## config.mk

```make
export PLATFORM = sky130hd
export DESIGN_NAME = cdf_top
export DESIGN_NICKNAME = d
export VERILOG_FILES = /design/src/rtl/cdf_pkg.sv /design/src/rtl/cdf_top.sv
export SDC_FILE = /design/constraint.sdc
export NUM_CORES = 1
export LEC_CHECK = 0
export ABC_AREA = 1
export CAP_MARGIN = 10
export CORE_MARGIN = 2
export CORE_UTILIZATION = 25
export CTS_BUF_LIST = sky130_fd_sc_hd__clkbuf_8
export CTS_CLUSTER_SIZE = 28
export DETAILED_ROUTE_END_ITERATION = 10
export DONT_BUFFER_PORTS = 1
export GPL_ROUTABILITY_DRIVEN = 0
export PLACE_DENSITY_LB_ADDON = 0.25
export SLEW_MARGIN = 40
export SYNTH_ARGS = -nofsm -noshare
export SYNTH_HDL_FRONTEND = slang
export SYNTH_SLANG_ARGS = --single-unit
```

## constraint.sdc

```tcl
create_clock -name pclk -period 4.9 [get_ports pclk]
set_clock_uncertainty 0.05 [all_clocks]
set_input_delay 0.49 -clock pclk [delete_from_list [all_inputs] [get_ports pclk]]
set_output_delay 0.49 -clock pclk [all_outputs]
set_load 0.01 [all_outputs]
```

## src/rtl/cdf_pkg.sv

```systemverilog
// Constants for the card descriptor field bank: fixed codes, field layout,
// register offsets and reset values.
// Assumes a 32-bit APB master with byte addresses in paddr[7:0].
package cdf_pkg;

  // Register byte offsets, one aligned word each
  localparam logic [7:0] ADDR_DESC0  = 8'h00;
  localparam logic [7:0] ADDR_DESC1  = 8'h04;
  localparam logic [7:0] ADDR_DESC2  = 8'h08;
  localparam logic [7:0] ADDR_DESC3  = 8'h0c;
  localparam logic [7:0] ADDR_PROG   = 8'h10;
  localparam logic [7:0] ADDR_STATUS = 8'h14;

  // Fixed descriptor codes
  localparam logic [2:0] READ_CUR_LOW_CODE   = 3'h5;
  localparam logic [2:0] WRITE_CUR_LOW_CODE  = 3'h5;
  localparam logic [2:0] READ_CUR_HIGH_CODE  = 3'h5;
  localparam logic [2:0] WRITE_CUR_HIGH_CODE = 3'h5;
  localparam logic [2:0] CAP_MULT_EXP        = 3'h4;
  localparam logic [4:0] ERASE_UNIT_SIZE     = 5'h00;
  localparam logic [4:0] ERASE_CLUSTER_SIZE  = 5'h0f;
  localparam logic [4:0] PROTECT_CLUSTER_SZ  = 5'h01;
  localparam logic       PROTECT_CLUSTER_EN  = 1'b1;
  localparam logic [1:0] SUGGESTED_ECC       = 2'h0;
  localparam logic [2:0] PROGRAM_TIME_RATIO  = 3'h2;
  localparam logic [3:0] WRITE_BLOCK_EXP     = 4'h9;
  localparam logic       PARTIAL_WRITE_FLAG  = 1'b0;
  localparam logic [4:0] DESC_RESERVED       = 5'h00;
  localparam logic [11:0] WRITE_BLOCK_BYTES  = 12'h001 << WRITE_BLOCK_EXP;

  // Check code
  localparam logic [6:0] CRC_POLY_LOW = 7'h09;
  localparam int         CRC_BODY_LEN = 120;

  // Programmable field layout inside the PROG register
  localparam int PROG_ECC_LSB   = 0;
  localparam int PROG_FMT_LSB   = 2;
  localparam int PROG_TMP_BIT   = 4;
  localparam int PROG_PERM_BIT  = 5;
  localparam int PROG_COPY_BIT  = 6;
  localparam int PROG_FAM_BIT   = 7;
  localparam int PROG_CRC_LSB   = 8;
  localparam logic [1:0] ECC_FIRST_RESERVED = 2'h2;

  // Status bits
  localparam int STAT_INHIBIT_BIT = 0;
  localparam int STAT_CRC_OK_BIT  = 1;
  localparam int STAT_REFUSED_BIT = 2;

  // Reset values
  localparam logic [7:0] PROG_RESET = 8'h00;
  localparam logic [6:0] CRC_RESET  = 7'h00;

endpackage

```

## src/rtl/cdf_top.sv

```systemverilog
// Card descriptor field bank: builds the 128-bit descriptor from fixed codes and
// programmable bits, keeps its 7-bit check code, and gates write/erase commands.
// Assumes an APB master on pclk and a command front end that offers one command
// per cvalid pulse.
`timescale 1ns/1ns
module cdf_top
  import cdf_pkg::*;
#(
  parameter logic [65:0] UPPER_DESC = 66'h0, // Leading descriptor fields
  parameter logic        ROM_CARD   = 1'b0   // Filesystem fields read-only
) (
  input  wire logic        pclk,      // APB clock
  input  wire logic        presetn,   // Async reset, active low
  input  wire logic        psel,      // APB select
  input  wire logic        penable,   // APB access phase
  input  wire logic        pwrite,    // APB write
  input  wire logic [7:0]  paddr,     // APB byte address
  input  wire logic [31:0] pwdata,    // APB write data
  output logic             pready,    // APB ready
  output logic [31:0]      prdata,    // APB read data
  output logic             pslverr,   // APB error
  input  wire logic        cvalid,    // Command offered, one cycle
  input  wire logic        cwrite,    // Command is a block write
  input  wire logic        cerase,    // Command is an erase
  input  wire logic [11:0] clen,      // Block length of a write, bytes
  output logic             caccept,   // Command accepted pulse
  output logic             creject,   // Command refused pulse
  output logic             wr_locked  // Writes and erases inhibited
);

  logic        pready_reg,  pready_next;
  logic [31:0] prdata_reg,  prdata_next;
  logic        pslverr_reg, pslverr_next;
  logic [7:0]  prog_reg,    prog_next;
  logic [6:0]  crc_in_reg,  crc_in_next;
  logic        refused_reg, refused_next;
  logic        caccept_reg, caccept_next;
  logic        creject_reg, creject_next;
  logic        locked_reg,  locked_next;

  logic [127:0] desc;
  logic [6:0]   crc_now;
  logic [7:0]   cand;
  logic [6:0]   crc_cand;
  logic         prog_bad;
  logic         wr_commit;
  logic         rd_phase;
  logic         lifetime_lock;
  logic         temporary_lock;
  logic [31:0]  desc_word [4];

  // Descriptor bits 127..8; fixed codes are constants so no write can alter them
  function automatic logic [119:0] desc_body(input logic [7:0] p);
    desc_body = {UPPER_DESC,
                 READ_CUR_LOW_CODE,
                 READ_CUR_HIGH_CODE,
                 WRITE_CUR_LOW_CODE,
                 WRITE_CUR_HIGH_CODE,
                 CAP_MULT_EXP,
                 ERASE_UNIT_SIZE,
                 ERASE_CLUSTER_SIZE,
                 PROTECT_CLUSTER_SZ,
                 PROTECT_CLUSTER_EN,
                 SUGGESTED_ECC,
                 PROGRAM_TIME_RATIO,
                 WRITE_BLOCK_EXP,
                 PARTIAL_WRITE_FLAG,
                 DESC_RESERVED,
                 p};
  endfunction

  // Serial division by x^7 + x^3 + 1, top bit first
  function automatic logic [6:0] crc7(input logic [119:0] body);
    logic [6:0] c;
    logic       fb;
    c = 7'h00;
    for (int i = CRC_BODY_LEN - 1; i >= 0; i--) begin
      fb = body[i] ^ c[6];
      c  = {c[5:0], 1'b0};
      if (fb) begin
        c = c ^ CRC_POLY_LOW;
      end
    end
    crc7 = c;
  endfunction

  // Shared by the error answer and the store; only this word takes writes
  function automatic logic is_prog_word(input logic [7:0] a);
    is_prog_word = (a == ADDR_PROG);
  endfunction

  always_comb begin
    crc_now = crc7(desc_body(prog_reg));
    desc    = {desc_body(prog_reg), crc_now, 1'b1};
  end

  // Host-visible descriptor words, lowest first
  for (genvar w = 0; w < 4; w++) begin : g_desc_word
    assign desc_word[w] = desc[32*w +: 32];
  end

  // Candidate content of a PROG write
  always_comb begin
    cand = prog_reg;
    cand[PROG_ECC_LSB +: 2] = pwdata[PROG_ECC_LSB +: 2];
    cand[PROG_TMP_BIT]      = pwdata[PROG_TMP_BIT];
    // One-time bits only go from 0 to 1
    cand[PROG_PERM_BIT] = prog_reg[PROG_PERM_BIT] | pwdata[PROG_PERM_BIT];
    cand[PROG_COPY_BIT] = prog_reg[PROG_COPY_BIT] | pwdata[PROG_COPY_BIT];
    if (!ROM_CARD) begin
      cand[PROG_FMT_LSB +: 2] = pwdata[PROG_FMT_LSB +: 2];
      cand[PROG_FAM_BIT]      = pwdata[PROG_FAM_BIT];
    end
    crc_cand = crc7(desc_body(cand));
    // A stale check value would leave the stored descriptor inconsistent
    prog_bad = (cand[PROG_ECC_LSB +: 2] >= ECC_FIRST_RESERVED)
             | cand[PROG_FAM_BIT]
             | (pwdata[PROG_CRC_LSB +: 7] != crc_cand);
  end

  // APB: ready one cycle into the access phase; writes land on the ready edge
  always_comb begin
    rd_phase     = psel & penable & ~pready_reg;
    wr_commit    = psel & penable & pready_reg & pwrite;
    pready_next  = rd_phase;
    prdata_next  = prdata_reg;
    pslverr_next = 1'b0;
    if (rd_phase) begin
      prdata_next = 32'h0000_0000;
      case (paddr)
        ADDR_DESC0: begin
          prdata_next = desc_word[0];
        end
        ADDR_DESC1: begin
          prdata_next = desc_word[1];
        end
        ADDR_DESC2: begin
          prdata_next = desc_word[2];
        end
        ADDR_DESC3: begin
          prdata_next = desc_word[3];
        end
        ADDR_PROG: begin
          prdata_next = {17'h0, crc_in_reg, prog_reg};
        end
        ADDR_STATUS: begin
          prdata_next[STAT_INHIBIT_BIT] = locked_reg;
          prdata_next[STAT_CRC_OK_BIT]  = (crc_in_reg == crc_now);
          prdata_next[STAT_REFUSED_BIT] = refused_reg;
        end
        default: begin
          pslverr_next = 1'b1;
        end
      endcase
      if (pwrite) begin
        prdata_next  = 32'h0000_0000;
        // Only PROG takes writes; fixed words answer with an error
        pslverr_next = ~is_prog_word(paddr) | prog_bad;
      end
    end
  end

  always_comb begin
    prog_next    = prog_reg;
    crc_in_next  = crc_in_reg;
    refused_next = refused_reg;
    if (wr_commit && is_prog_word(paddr)) begin
      refused_next = prog_bad;
      if (!prog_bad) begin
        prog_next   = cand;
        crc_in_next = pwdata[PROG_CRC_LSB +: 7];
      end
    end
  end

  // Command gate; lifetime bit clears only on reset, so its refusal lasts until reset
  always_comb begin
    lifetime_lock  = prog_next[PROG_PERM_BIT];
    temporary_lock = prog_next[PROG_TMP_BIT];
    locked_next    = lifetime_lock | temporary_lock;
    caccept_next = 1'b0;
    creject_next = 1'b0;
    if (cvalid) begin
      if ((cwrite | cerase) && locked_reg) begin
        creject_next = 1'b1;
      end else if (cwrite && clen != WRITE_BLOCK_BYTES) begin
        creject_next = 1'b1;
      end else begin
        caccept_next = 1'b1;
      end
    end
  end

  // APB answer registers
  always_ff @(posedge pclk or negedge presetn) begin
    if (!presetn) begin
      pready_reg  <= 1'b0;
      prdata_reg  <= 32'h0000_0000;
      pslverr_reg <= 1'b0;
    end else begin
      pready_reg  <= pready_next;
      prdata_reg  <= prdata_next;
      pslverr_reg <= pslverr_next;
    end
  end

  // Customer bits are plain flops here, so they do not survive a reset
  always_ff @(posedge pclk or negedge presetn) begin
    if (!presetn) begin
      prog_reg    <= PROG_RESET;
      crc_in_reg  <= CRC_RESET;
      refused_reg <= 1'b0;
    end else begin
      prog_reg    <= prog_next;
      crc_in_reg  <= crc_in_next;
      refused_reg <= refused_next;
    end
  end

  // Command answers and lock level
  always_ff @(posedge pclk or negedge presetn) begin
    if (!presetn) begin
      caccept_reg <= 1'b0;
      creject_reg <= 1'b0;
      locked_reg  <= 1'b0;
    end else begin
      caccept_reg <= caccept_next;
      creject_reg <= creject_next;
      locked_reg  <= locked_next;
    end
  end

  assign pready    = pready_reg;
  assign prdata    = prdata_reg;
  assign pslverr   = pslverr_reg;
  assign caccept   = caccept_reg;
  assign creject   = creject_reg;
  assign wr_locked = locked_reg;

endmodule

```

# Word level (Yosys, flattened, before mapping)
# Index checks and enable logic that the tools add are counted.
[classes]
magnitude_cmp = 1
n_eq_ne = 8
mux = 30
bitwise_logic = 42
n_reduce_logical = 6
[ops]
columns = ["operator", "count"]
rows = [
  ["one-hot mux 29 bit (3 select lines)", 1],
  ["two-way mux 4 bit", 16],
  ["two-way mux 32 bit", 1],
  ["inverter 2 bit", 14],
  ["equality test 8 x 4 -> 1 bit (second input constant)", 2],
  ["equality test 8 x 5 -> 1 bit (second input constant)", 2],
  ["two-way mux 6 bit", 2],
  ["!= test 12 x 10 -> 1 bit (second input constant)", 1],
  ["one-hot mux 3 bit (4 select lines)", 1],
  ["two-way mux 1 bit", 9],
  ["equality test 8 x 3 -> 1 bit (second input constant)", 1],
  ["zero test 8 bit", 1],
  ["bitwise XOR 1 bit", 8],
  ["equality test 7 bit", 1],
  ["!= test 7 bit", 1],
  ["OR 1 bit", 7],
  ["OR reduction 6 bit", 1],
  ["bitwise XOR 1 bit (second input constant)", 6],
  ["bitwise AND 1 bit", 4],
  ["logical AND 1 bit", 3],
  ["inverter 1 bit", 3],
  ["greater-or-equal comparator 2 bit (second input constant)", 1],
  ["AND reduction 2 bit", 1],
]
[word_totals]
register_bits = 53
inputBits = 60
out_inout_bits = 37
elab_cells = 97

# Longest topological paths before layout
# Gate-level depths: netlist of the first run.
[logic_depth]
depth_word = 20
depth_mapped = 13
depth_no_buf = 13

# Least setup slack after synthesis of the first run
# Ideal clock, no wire load.
[synth_timing]
kind = "input port to flip-flop"
start = "in paddr[3]"
end = "reg crc_in_reg[5]"
setup_ps = 118
arrival_time_ps = 1527
t_required_ps = 4732
path_slack_ps = 3205
stages = 11
path_buffers = 1
cell_sequence = "nor2_1 nand2_2 nor2_8 nand2_4 nor2_2 nand2_1 nor2_4 nand3_4 buf_6 nand2_2 o21ai_2"
[synth_between]
elab_chain_len = 3
[synth_lines]
columns = ["item", "line", "source"]
rows = [
  ["from (decl)", "cdf_top.sv:17", "input wire logic [7:0] paddr,"],
  ["equality test 8 x 5 -> 1 bit", "cdf_top.sv:89", "is_prog_word = (a == ADDR_PROG);"],
  ["logical AND 1 bit", "cdf_top.sv:167", "if (wr_commit && is_prog_word(paddr)) begin"],
  ["AND reduction 2 bit (no line)", "--", ""],
  ["to (signal assigned)", "cdf_top.sv:215", "crc_in_reg <= crc_in_next;"],
  ["to (decl)", "cdf_top.sv:35", "logic [6:0] crc_in_reg, crc_in_next;"],
]
# Every way passes these cells.
# A chain may end at the register's enable or synchronous reset.

# Worst setup path in the final report of the first run
[layout_timing]
start = "reg prog_reg[6]"
end = "reg locked_reg, in the netlist wr_locked"
[layout_between]
elab_chain_len = 12
elab_cells_between_ends = 16
classes_between = "eq/ne (1); mux (9); bitwise (6)"
[layout_lines]
columns = ["item", "line", "source"]
rows = [
  ["from (decl)", "cdf_top.sv:34", "logic [7:0] prog_reg, prog_next;"],
  ["from (signal assigned)", "cdf_top.sv:214", "prog_reg <= prog_next;"],
  ["OR 1 bit (*)", "cdf_top.sv:109", "cand[PROG_COPY_BIT] = prog_reg[PROG_COPY_BIT] | pwdata[PROG_COPY_BIT];"],
  ["bitwise XOR 1 bit (*)", "cdf_top.sv:78", "fb = body[i] ^ c[6];"],
  ["two-way mux 4 bit (*)", "cdf_top.sv:80", "if (fb) begin"],
  ["bitwise XOR 1 bit or two-way mux 4 bit (tied branches)", "cdf_top.sv:78, cdf_top.sv:80", ""],
  ["two-way mux 4 bit", "cdf_top.sv:80", ""],
  ["two-way mux 4 bit or inverter 2 bit (tied branches)", "--", ""],
  ["two-way mux 4 bit", "cdf_top.sv:80", ""],
  ["!= test 7 bit (*)", "cdf_top.sv:118", "| (pwdata[PROG_CRC_LSB +: 7] != crc_cand);"],
  ["OR 1 bit (*)", "cdf_top.sv:118", ""],
  ["two-way mux 6 bit (*)", "cdf_top.sv:169", "if (!prog_bad) begin"],
  ["two-way mux 6 bit (*)", "cdf_top.sv:167", ""],
  ["OR 1 bit (*)", "cdf_top.sv:180", "locked_next = lifetime_lock | temporary_lock;"],
  ["net locked_next", "cdf_top.sv:39", "logic locked_reg, locked_next;"],
  ["to (signal assigned)", "cdf_top.sv:229", "locked_reg <= locked_next;"],
  ["to (decl)", "cdf_top.sv:39", ""],
]
# The timed path passes the listed nets; every way through them passes the cells marked *.

==> results_dict.tcl, run 1 <==
set metrics [dict create \
    r2r_cells 11 \
    die_h_um 108 \
    grt_pass1_wl_um 11000 \
    clkSinkCount 40 \
    switching_power_mw 0.157 \
    pwr-share-comb 0.095 \
    synthArstFlopShare 1.00 \
    worst_ep_required_time_ns 5.09 \
    synth_area_per_cell_um2 7.18 \
    end_kind "flip-flop" \
    crit_fanout 23 \
    maxCapViolCount 0 \
    tns_ns 0 \
    grt-ovfl-total 0 \
    crit_family "simple AND/OR/NAND/NOR gates" \
    start_util 0.253 \
    num_antenna_cells 0 \
    route.detailed.drc 0 \
    grt_max_degree 41 \
    ant_nets 0 \
    fin_crit_ns 2.03 \
    hold_viol 0 \
    cts_resized 0 \
    firstDrtPassIters 4 \
    postSynthCellCount 379 \
    grt_pass1_vias 2239 \
    critical-path-max-stage-delay_ns 0.45 \
    grt-busiest-layer "met2" \
    nFillCells 1190 \
    syn_area_mm2 0.00272 \
    leakagePower_nw 1.51 \
    synthDistinctLibCells 36 \
    slew_headroom 0.511 \
    area_growth_pct 6.53 \
    post-cts-setup-buffer-count 0 \
    r2r_start "prog_reg[6]" \
    met3_usage 0.0301 \
    groute.usage.overall 0.119 \
    rr_endpoint "wr_locked" \
    synth_edf_count 0 \
    use_met2 0.191 \
    start_kind "flip-flop" \
    via_per_inst 4.39 \
    pwr-share-seq 0.528 \
    hp-start "cvalid" \
    ys_warn_count 0 \
    placedCellCount 503 \
    cpMostUsedCell "nand2_1" \
    antenna_found_initial 0 \
    hp-class "input pin to flip-flop" \
    cts_hold_buf 2 \
    fmax_ghz 0.493 \
    layout-drive-gt1-share 0.159 \
    dieArea_mm2 0.0117 \
    p_per_area_mw_per_mm2 218 \
    vdd_drop_max_mv 0.0886 \
    report.final.slew_viol_count 0 \
    path_cells "nor2_1, nand2_1, nand2_1, nand2_1, nand2_1, nand2_1, nor2_4, nand3_4, nand2_1, nand2_1, nand2_1" \
    layout.cells.non_filler 512 \
    synth.ff_latch_count 40 \
    multiInputGateArea_mm2 0.00138 \
    dpl.hpwl_um 5410 \
    seq_area_mm2 0.00100 \
    grtUsageMet1 0.163 \
    fp.dieW_um 108 \
    clock-root-buffer "clkbuf_8" \
    htreeDepth 2 \
    p_sw_frac 0.248 \
    worstSetupPathType "flip-flop to flip-flop" \
    clock_latency_ns 0.30 \
    cts_buffer_depth 2 \
    core_area_mm2 0.0107 \
    setup_violations 0 \
    critPathLaunch "prog_reg[6]" \
    cp.arrival_ns 2.22 \
    slowest_stage "dfrtp_1" \
    drtIter0Drc 166 \
    power_frac_clock 0.377 \
    tightestPinTransition_ns 0.734 \
    p_int_mw 0.476 \
    wl_per_cell_um 13.3 \
    hold_end "creject" \
    placementRows 38 \
    reg2reg_slack_ns 2.87 \
    cts_tree "done" \
    min_path_cells 2 \
    numCtsBuffers 5 \
    synth.yosys.seq_area_share 0.368 \
    layout.nets 432 \
    wl_um 6820 \
    status "finished clean" \
    timing.critical_path.buf_inv 0 \
    rsz0062_at_grt "no" \
    portBuffers 0 \
    vias 2247 \
    num_io_pins 97 \
    timing.final.crit_share 0.414 \
    synth_flop_cell "dfrtp_1" \
    largest_register_ffs 19 \
    clk_pin_slew_worst_paths_ns 0.08 \
]
==> worst max-delay path by stage <==
stage	cells after the start	end	slack (ns)
floorplan	11	crc_in_reg[5]	3.21
global placement	11	wr_locked	2.85
detailed placement	11	wr_locked	2.81
CTS	11	wr_locked	2.84
global route	11	wr_locked	2.67
finish	11	wr_locked	2.87
==> kinds of logic after synthesis <==
| logic type | Yosys count | synth area share |
|---|---|---|
| other cells | 1 | 0.00138 |
| flops | 40 | 0.368 |
| simple gates | 207 | 0.358 |
| xor+xnor | 6 | 0.0193 |
| compound gates | 48 | 0.125 |
| buf+inv | 77 | 0.130 |
==> cell type report <==
type,count,share of cell area
tap,140,0.0604
timing repair buffer,2,0.0104
clock buffer,7,0.0332
inverter,58,0.0751
multi-input combinational,265,0.476
sequential,40,0.345
==> synthesized netlist by cell type (4+ instances only) <==
library cell | count | share of area
a21oi_1 | 4 | 0.0074
a22o_1 | 8 | 0.026
buf_4 | 13 | 0.036
clkbuf_1 | 4 | 0.0055
dfrtp_1 | 40 | 0.37
inv_1 | 50 | 0.069
inv_2 | 8 | 0.011
nand2_1 | 122 | 0.17
nand2_2 | 12 | 0.028
nand3_1 | 21 | 0.039
nor2_1 | 24 | 0.033
nor2_2 | 6 | 0.014
o21ai_0 | 7 | 0.013
o21ai_2 | 11 | 0.035
o22ai_1 | 10 | 0.023
xor2_1 | 6 | 0.019
==> routing by layer <==
layer  up-vias  part of all wire
met1      1021              0.49
met2        57              0.44
met4         0            0.0075
met3         6             0.060
li1       1163                 -
met5         -                 0
==> worst reg2reg max path: stages (launching register included) <==
cell and delay (ns):
dfrtp_1 0.45, nor2_1 0.26, nand2_1 0.13, nand2_1 0.09, nand2_1 0.04, nand2_1 0.06
nand2_1 0.10, nor2_4 0.17, nand3_4 0.31, nand2_1 0.15, nand2_1 0.08, nand2_1 0.09
==> layout by cell type, fill, tap and decap left out, drive strengths merged, types with 2 or more instances in the layout <==
cell,n
a22o,8
nand4,2
nand3,25
nor3,4
inv,58
xor2,6
nor4,3
nand2,137
o21ai,21
a21oi,4
and2,2
dfrtp,40
o22ai,10
nor2,33
clkbuf,7
conb,4
==> stage by stage <==
step | hold slack [ns] | cell area, um2 | util | setup slack, ns | total power [mW]
after floorplan | 0.144 | 2730 | - | 3.21 | 0.386
after global placement | 0.145 | 2770 | 0.258 | 2.85 | 0.391
after detailed placement | 0.145 | 2770 | 0.258 | 2.81 | 0.392
after CTS | 0.235 | 2900 | 0.270 | 2.84 | 0.642
after global routing | 0.241 | 2900 | 0.270 | 2.67 | 0.668
final | 0.241 | 2900 | 0.270 | 2.87 | 0.632
==> power groups by stage <==
stage | Combinational, mW | Sequential [mW] | Clock [mW]
floorplan | 0.0454 | 0.340 | 0
global placement | 0.0506 | 0.341 | 0
detailed placement | 0.0514 | 0.341 | 0
CTS | 0.0612 | 0.334 | 0.247
global route | 0.0698 | 0.334 | 0.264
finish | 0.0601 | 0.334 | 0.238
Power figures use the tool's default switching activity.
==> inputs of run 2 (changes only) <==
==> constraint.sdc (replaced) <==
create_clock -name pclk -period 2.1 [get_ports pclk]
set_clock_uncertainty 0.05 [all_clocks]
set_input_delay 0.21 -clock pclk [delete_from_list [all_inputs] [get_ports pclk]]
set_output_delay 0.21 -clock pclk [all_outputs]
set_load 0.01 [all_outputs]
==> results_dict.tcl, run 2 (synthesized netlist as in run 1, its figures left out) <==
set metrics [dict create \
    status "finished clean" \
    area_growth_pct 9.51 \
    start_kind "flip-flop" \
    drtIter0Drc 111 \
    placed_cell_area_mm2 0.00283 \
    portBuffers 0 \
    fmax_ghz 0.545 \
    grt_pass1_vias 2296 \
    largest_register_ffs 19 \
    firstDrtPassIters 4 \
    crit_fanout 23 \
    start_util 0.253 \
    design_area_mm2 0.00298 \
    ant_nets 0 \
    layout.nets 441 \
    place_ws_ns 0.261 \
    layout.cells.non_filler 522 \
    clock_latency_ns 0.29 \
    clk_pin_slew_worst_paths_ns 0.08 \
    htreeDepth 2 \
    crit_family "simple AND/OR/NAND/NOR gates" \
    worstSetupPathType "flip-flop to flip-flop" \
    maxCapViolCount 0 \
    dieArea_mm2 0.0117 \
    report.final.slew_viol_count 0 \
    tns_ns 0 \
    clock-root-buffer "clkbuf_8" \
    cts_buffer_depth 2 \
    critical-path-max-stage-delay_ns 0.44 \
    fin_crit_ns 1.84 \
    rsz0062_at_grt "no" \
    grt-ovfl-total 0 \
    fin_ws_ns 0.264 \
    reg2reg_slack_ns 0.26 \
    fp.dieW_um 108 \
    cp.arrival_ns 2.02 \
    grt_pass1_wl_um 11100 \
    worst_ep_required_time_ns 2.29 \
    wl_um 6720 \
    route.detailed.drc 0 \
    die_h_um 108 \
    core_area_mm2 0.0107 \
    timing.final.crit_share 0.874 \
    via_per_inst 4.38 \
    final_common_cell "nand2_1" \
    clkSinkCount 40 \
    p_per_area_mw_per_mm2 484 \
    grt_max_degree 41 \
    hp-class "input pin to flip-flop" \
    timing.critical_path.buf_inv 1 \
    end_kind "flip-flop" \
    vdd_drop_max_mv 0.251 \
    placementRows 38 \
    path_cells "nor2_1, nand2_1, nand2_1, nand2_1, nand2_1, nand2_1, nor2_4, nand3_4, buf_12, nand2_1, nand2_1, nand2_1" \
    hold_viol 0 \
    post-cts-setup-buffer-count 0 \
    num_antenna_cells 0 \
    groute.usage.overall 0.120 \
    layout-drive-gt1-share 0.168 \
    vias 2284 \
    nFillCells 1215 \
    wl_per_cell_um 12.9 \
    leakagePower_nw 1.56 \
    cts_tree "done" \
    dpl.hpwl_um 5440 \
    setup_violations 0 \
    placedCellCount 509 \
    layout_common_cells "nand2_1 (122), inv_1 (52), dfrtp_1 (40)" \
    num_io_pins 97 \
    antenna_found_initial 0 \
    slowest_stage "dfrtp_1" \
    cpMostUsedCell "nand2_1" \
    numCtsBuffers 5 \
    p_total_mw 1.44 \
]
## run 2: worst paths after layout
check                       startpoint    endpoint  cells past startpoint
min in group asynchronous      presetn   prdata[2]                      2
hold / removal                  cvalid     caccept                      1
setup reg to reg           prog_reg[6]   wr_locked                     12
hold reg to reg             prdata[29]  prdata[29]                      2
max in group asynchronous      presetn   prdata[9]                      2
setup / recovery           prog_reg[6]   wr_locked                     12
## run 2: final cells by class
| cell class | count | area, um2 | area share |
|---|---|---|---|
| multi-input combinational | 265 | 1380 | 0.463 |
| sequential | 40 | 1000 | 0.336 |
| inverter | 58 | 218 | 0.0730 |
| tap | 140 | 175 | 0.0587 |
| timing repair buffer | 11 | 118 | 0.0394 |
| clock buffer | 6 | 82.6 | 0.0277 |
| clock inverter | 2 | 7.51 | 0.00252 |
## run 2: layer usage
| layer | global-route usage | vias up | routed length [um] |
|---|---|---|---|
| li1 | - | 1179 | - |
| met1 | 0.165 | 1051 | 3250 |
| met2 | 0.192 | 47 | 3010 |
| met3 | 0.0265 | 7 | 399 |
| met4 | 0.0275 | 0 | 63 |
| met5 | 0 | - | 0 |
## run 2: power by group
group / total, mW / internal [mW] / leakage (nW) / switching (mW)
logic: 0.146 / 0.0482 / 0.993 / 0.0974
clock network: 0.519 / 0.258 / 0.0538 / 0.261
registers: 0.779 / 0.774 / 0.519 / 0.00464
total: 1.44 / 1.08 / 1.56 / 0.363
## run 2: metrics by stage
step | utilization | hold WS [ns]
detailed placement | 0.264 | -0.135
floorplan | - | -0.136
global placement | 0.264 | -0.135
finish | 0.277 | 0.0109
global route | 0.277 | 0.00711
CTS | 0.277 | 0.00139
## run 2: timing repair
action / in CTS / in global routing
gates resized for setup: 0 / 0
hold endpoints to repair: 42 / 0
hold buffers: 5 / 0
## run 2: worst register-to-register path, delay by kind of cell, from the launching register on
kind                   cells  cell delay, ns
buffers and inverters      1            0.17
AND/OR/NAND/NOR           11            1.12
flip-flops                 1            0.44
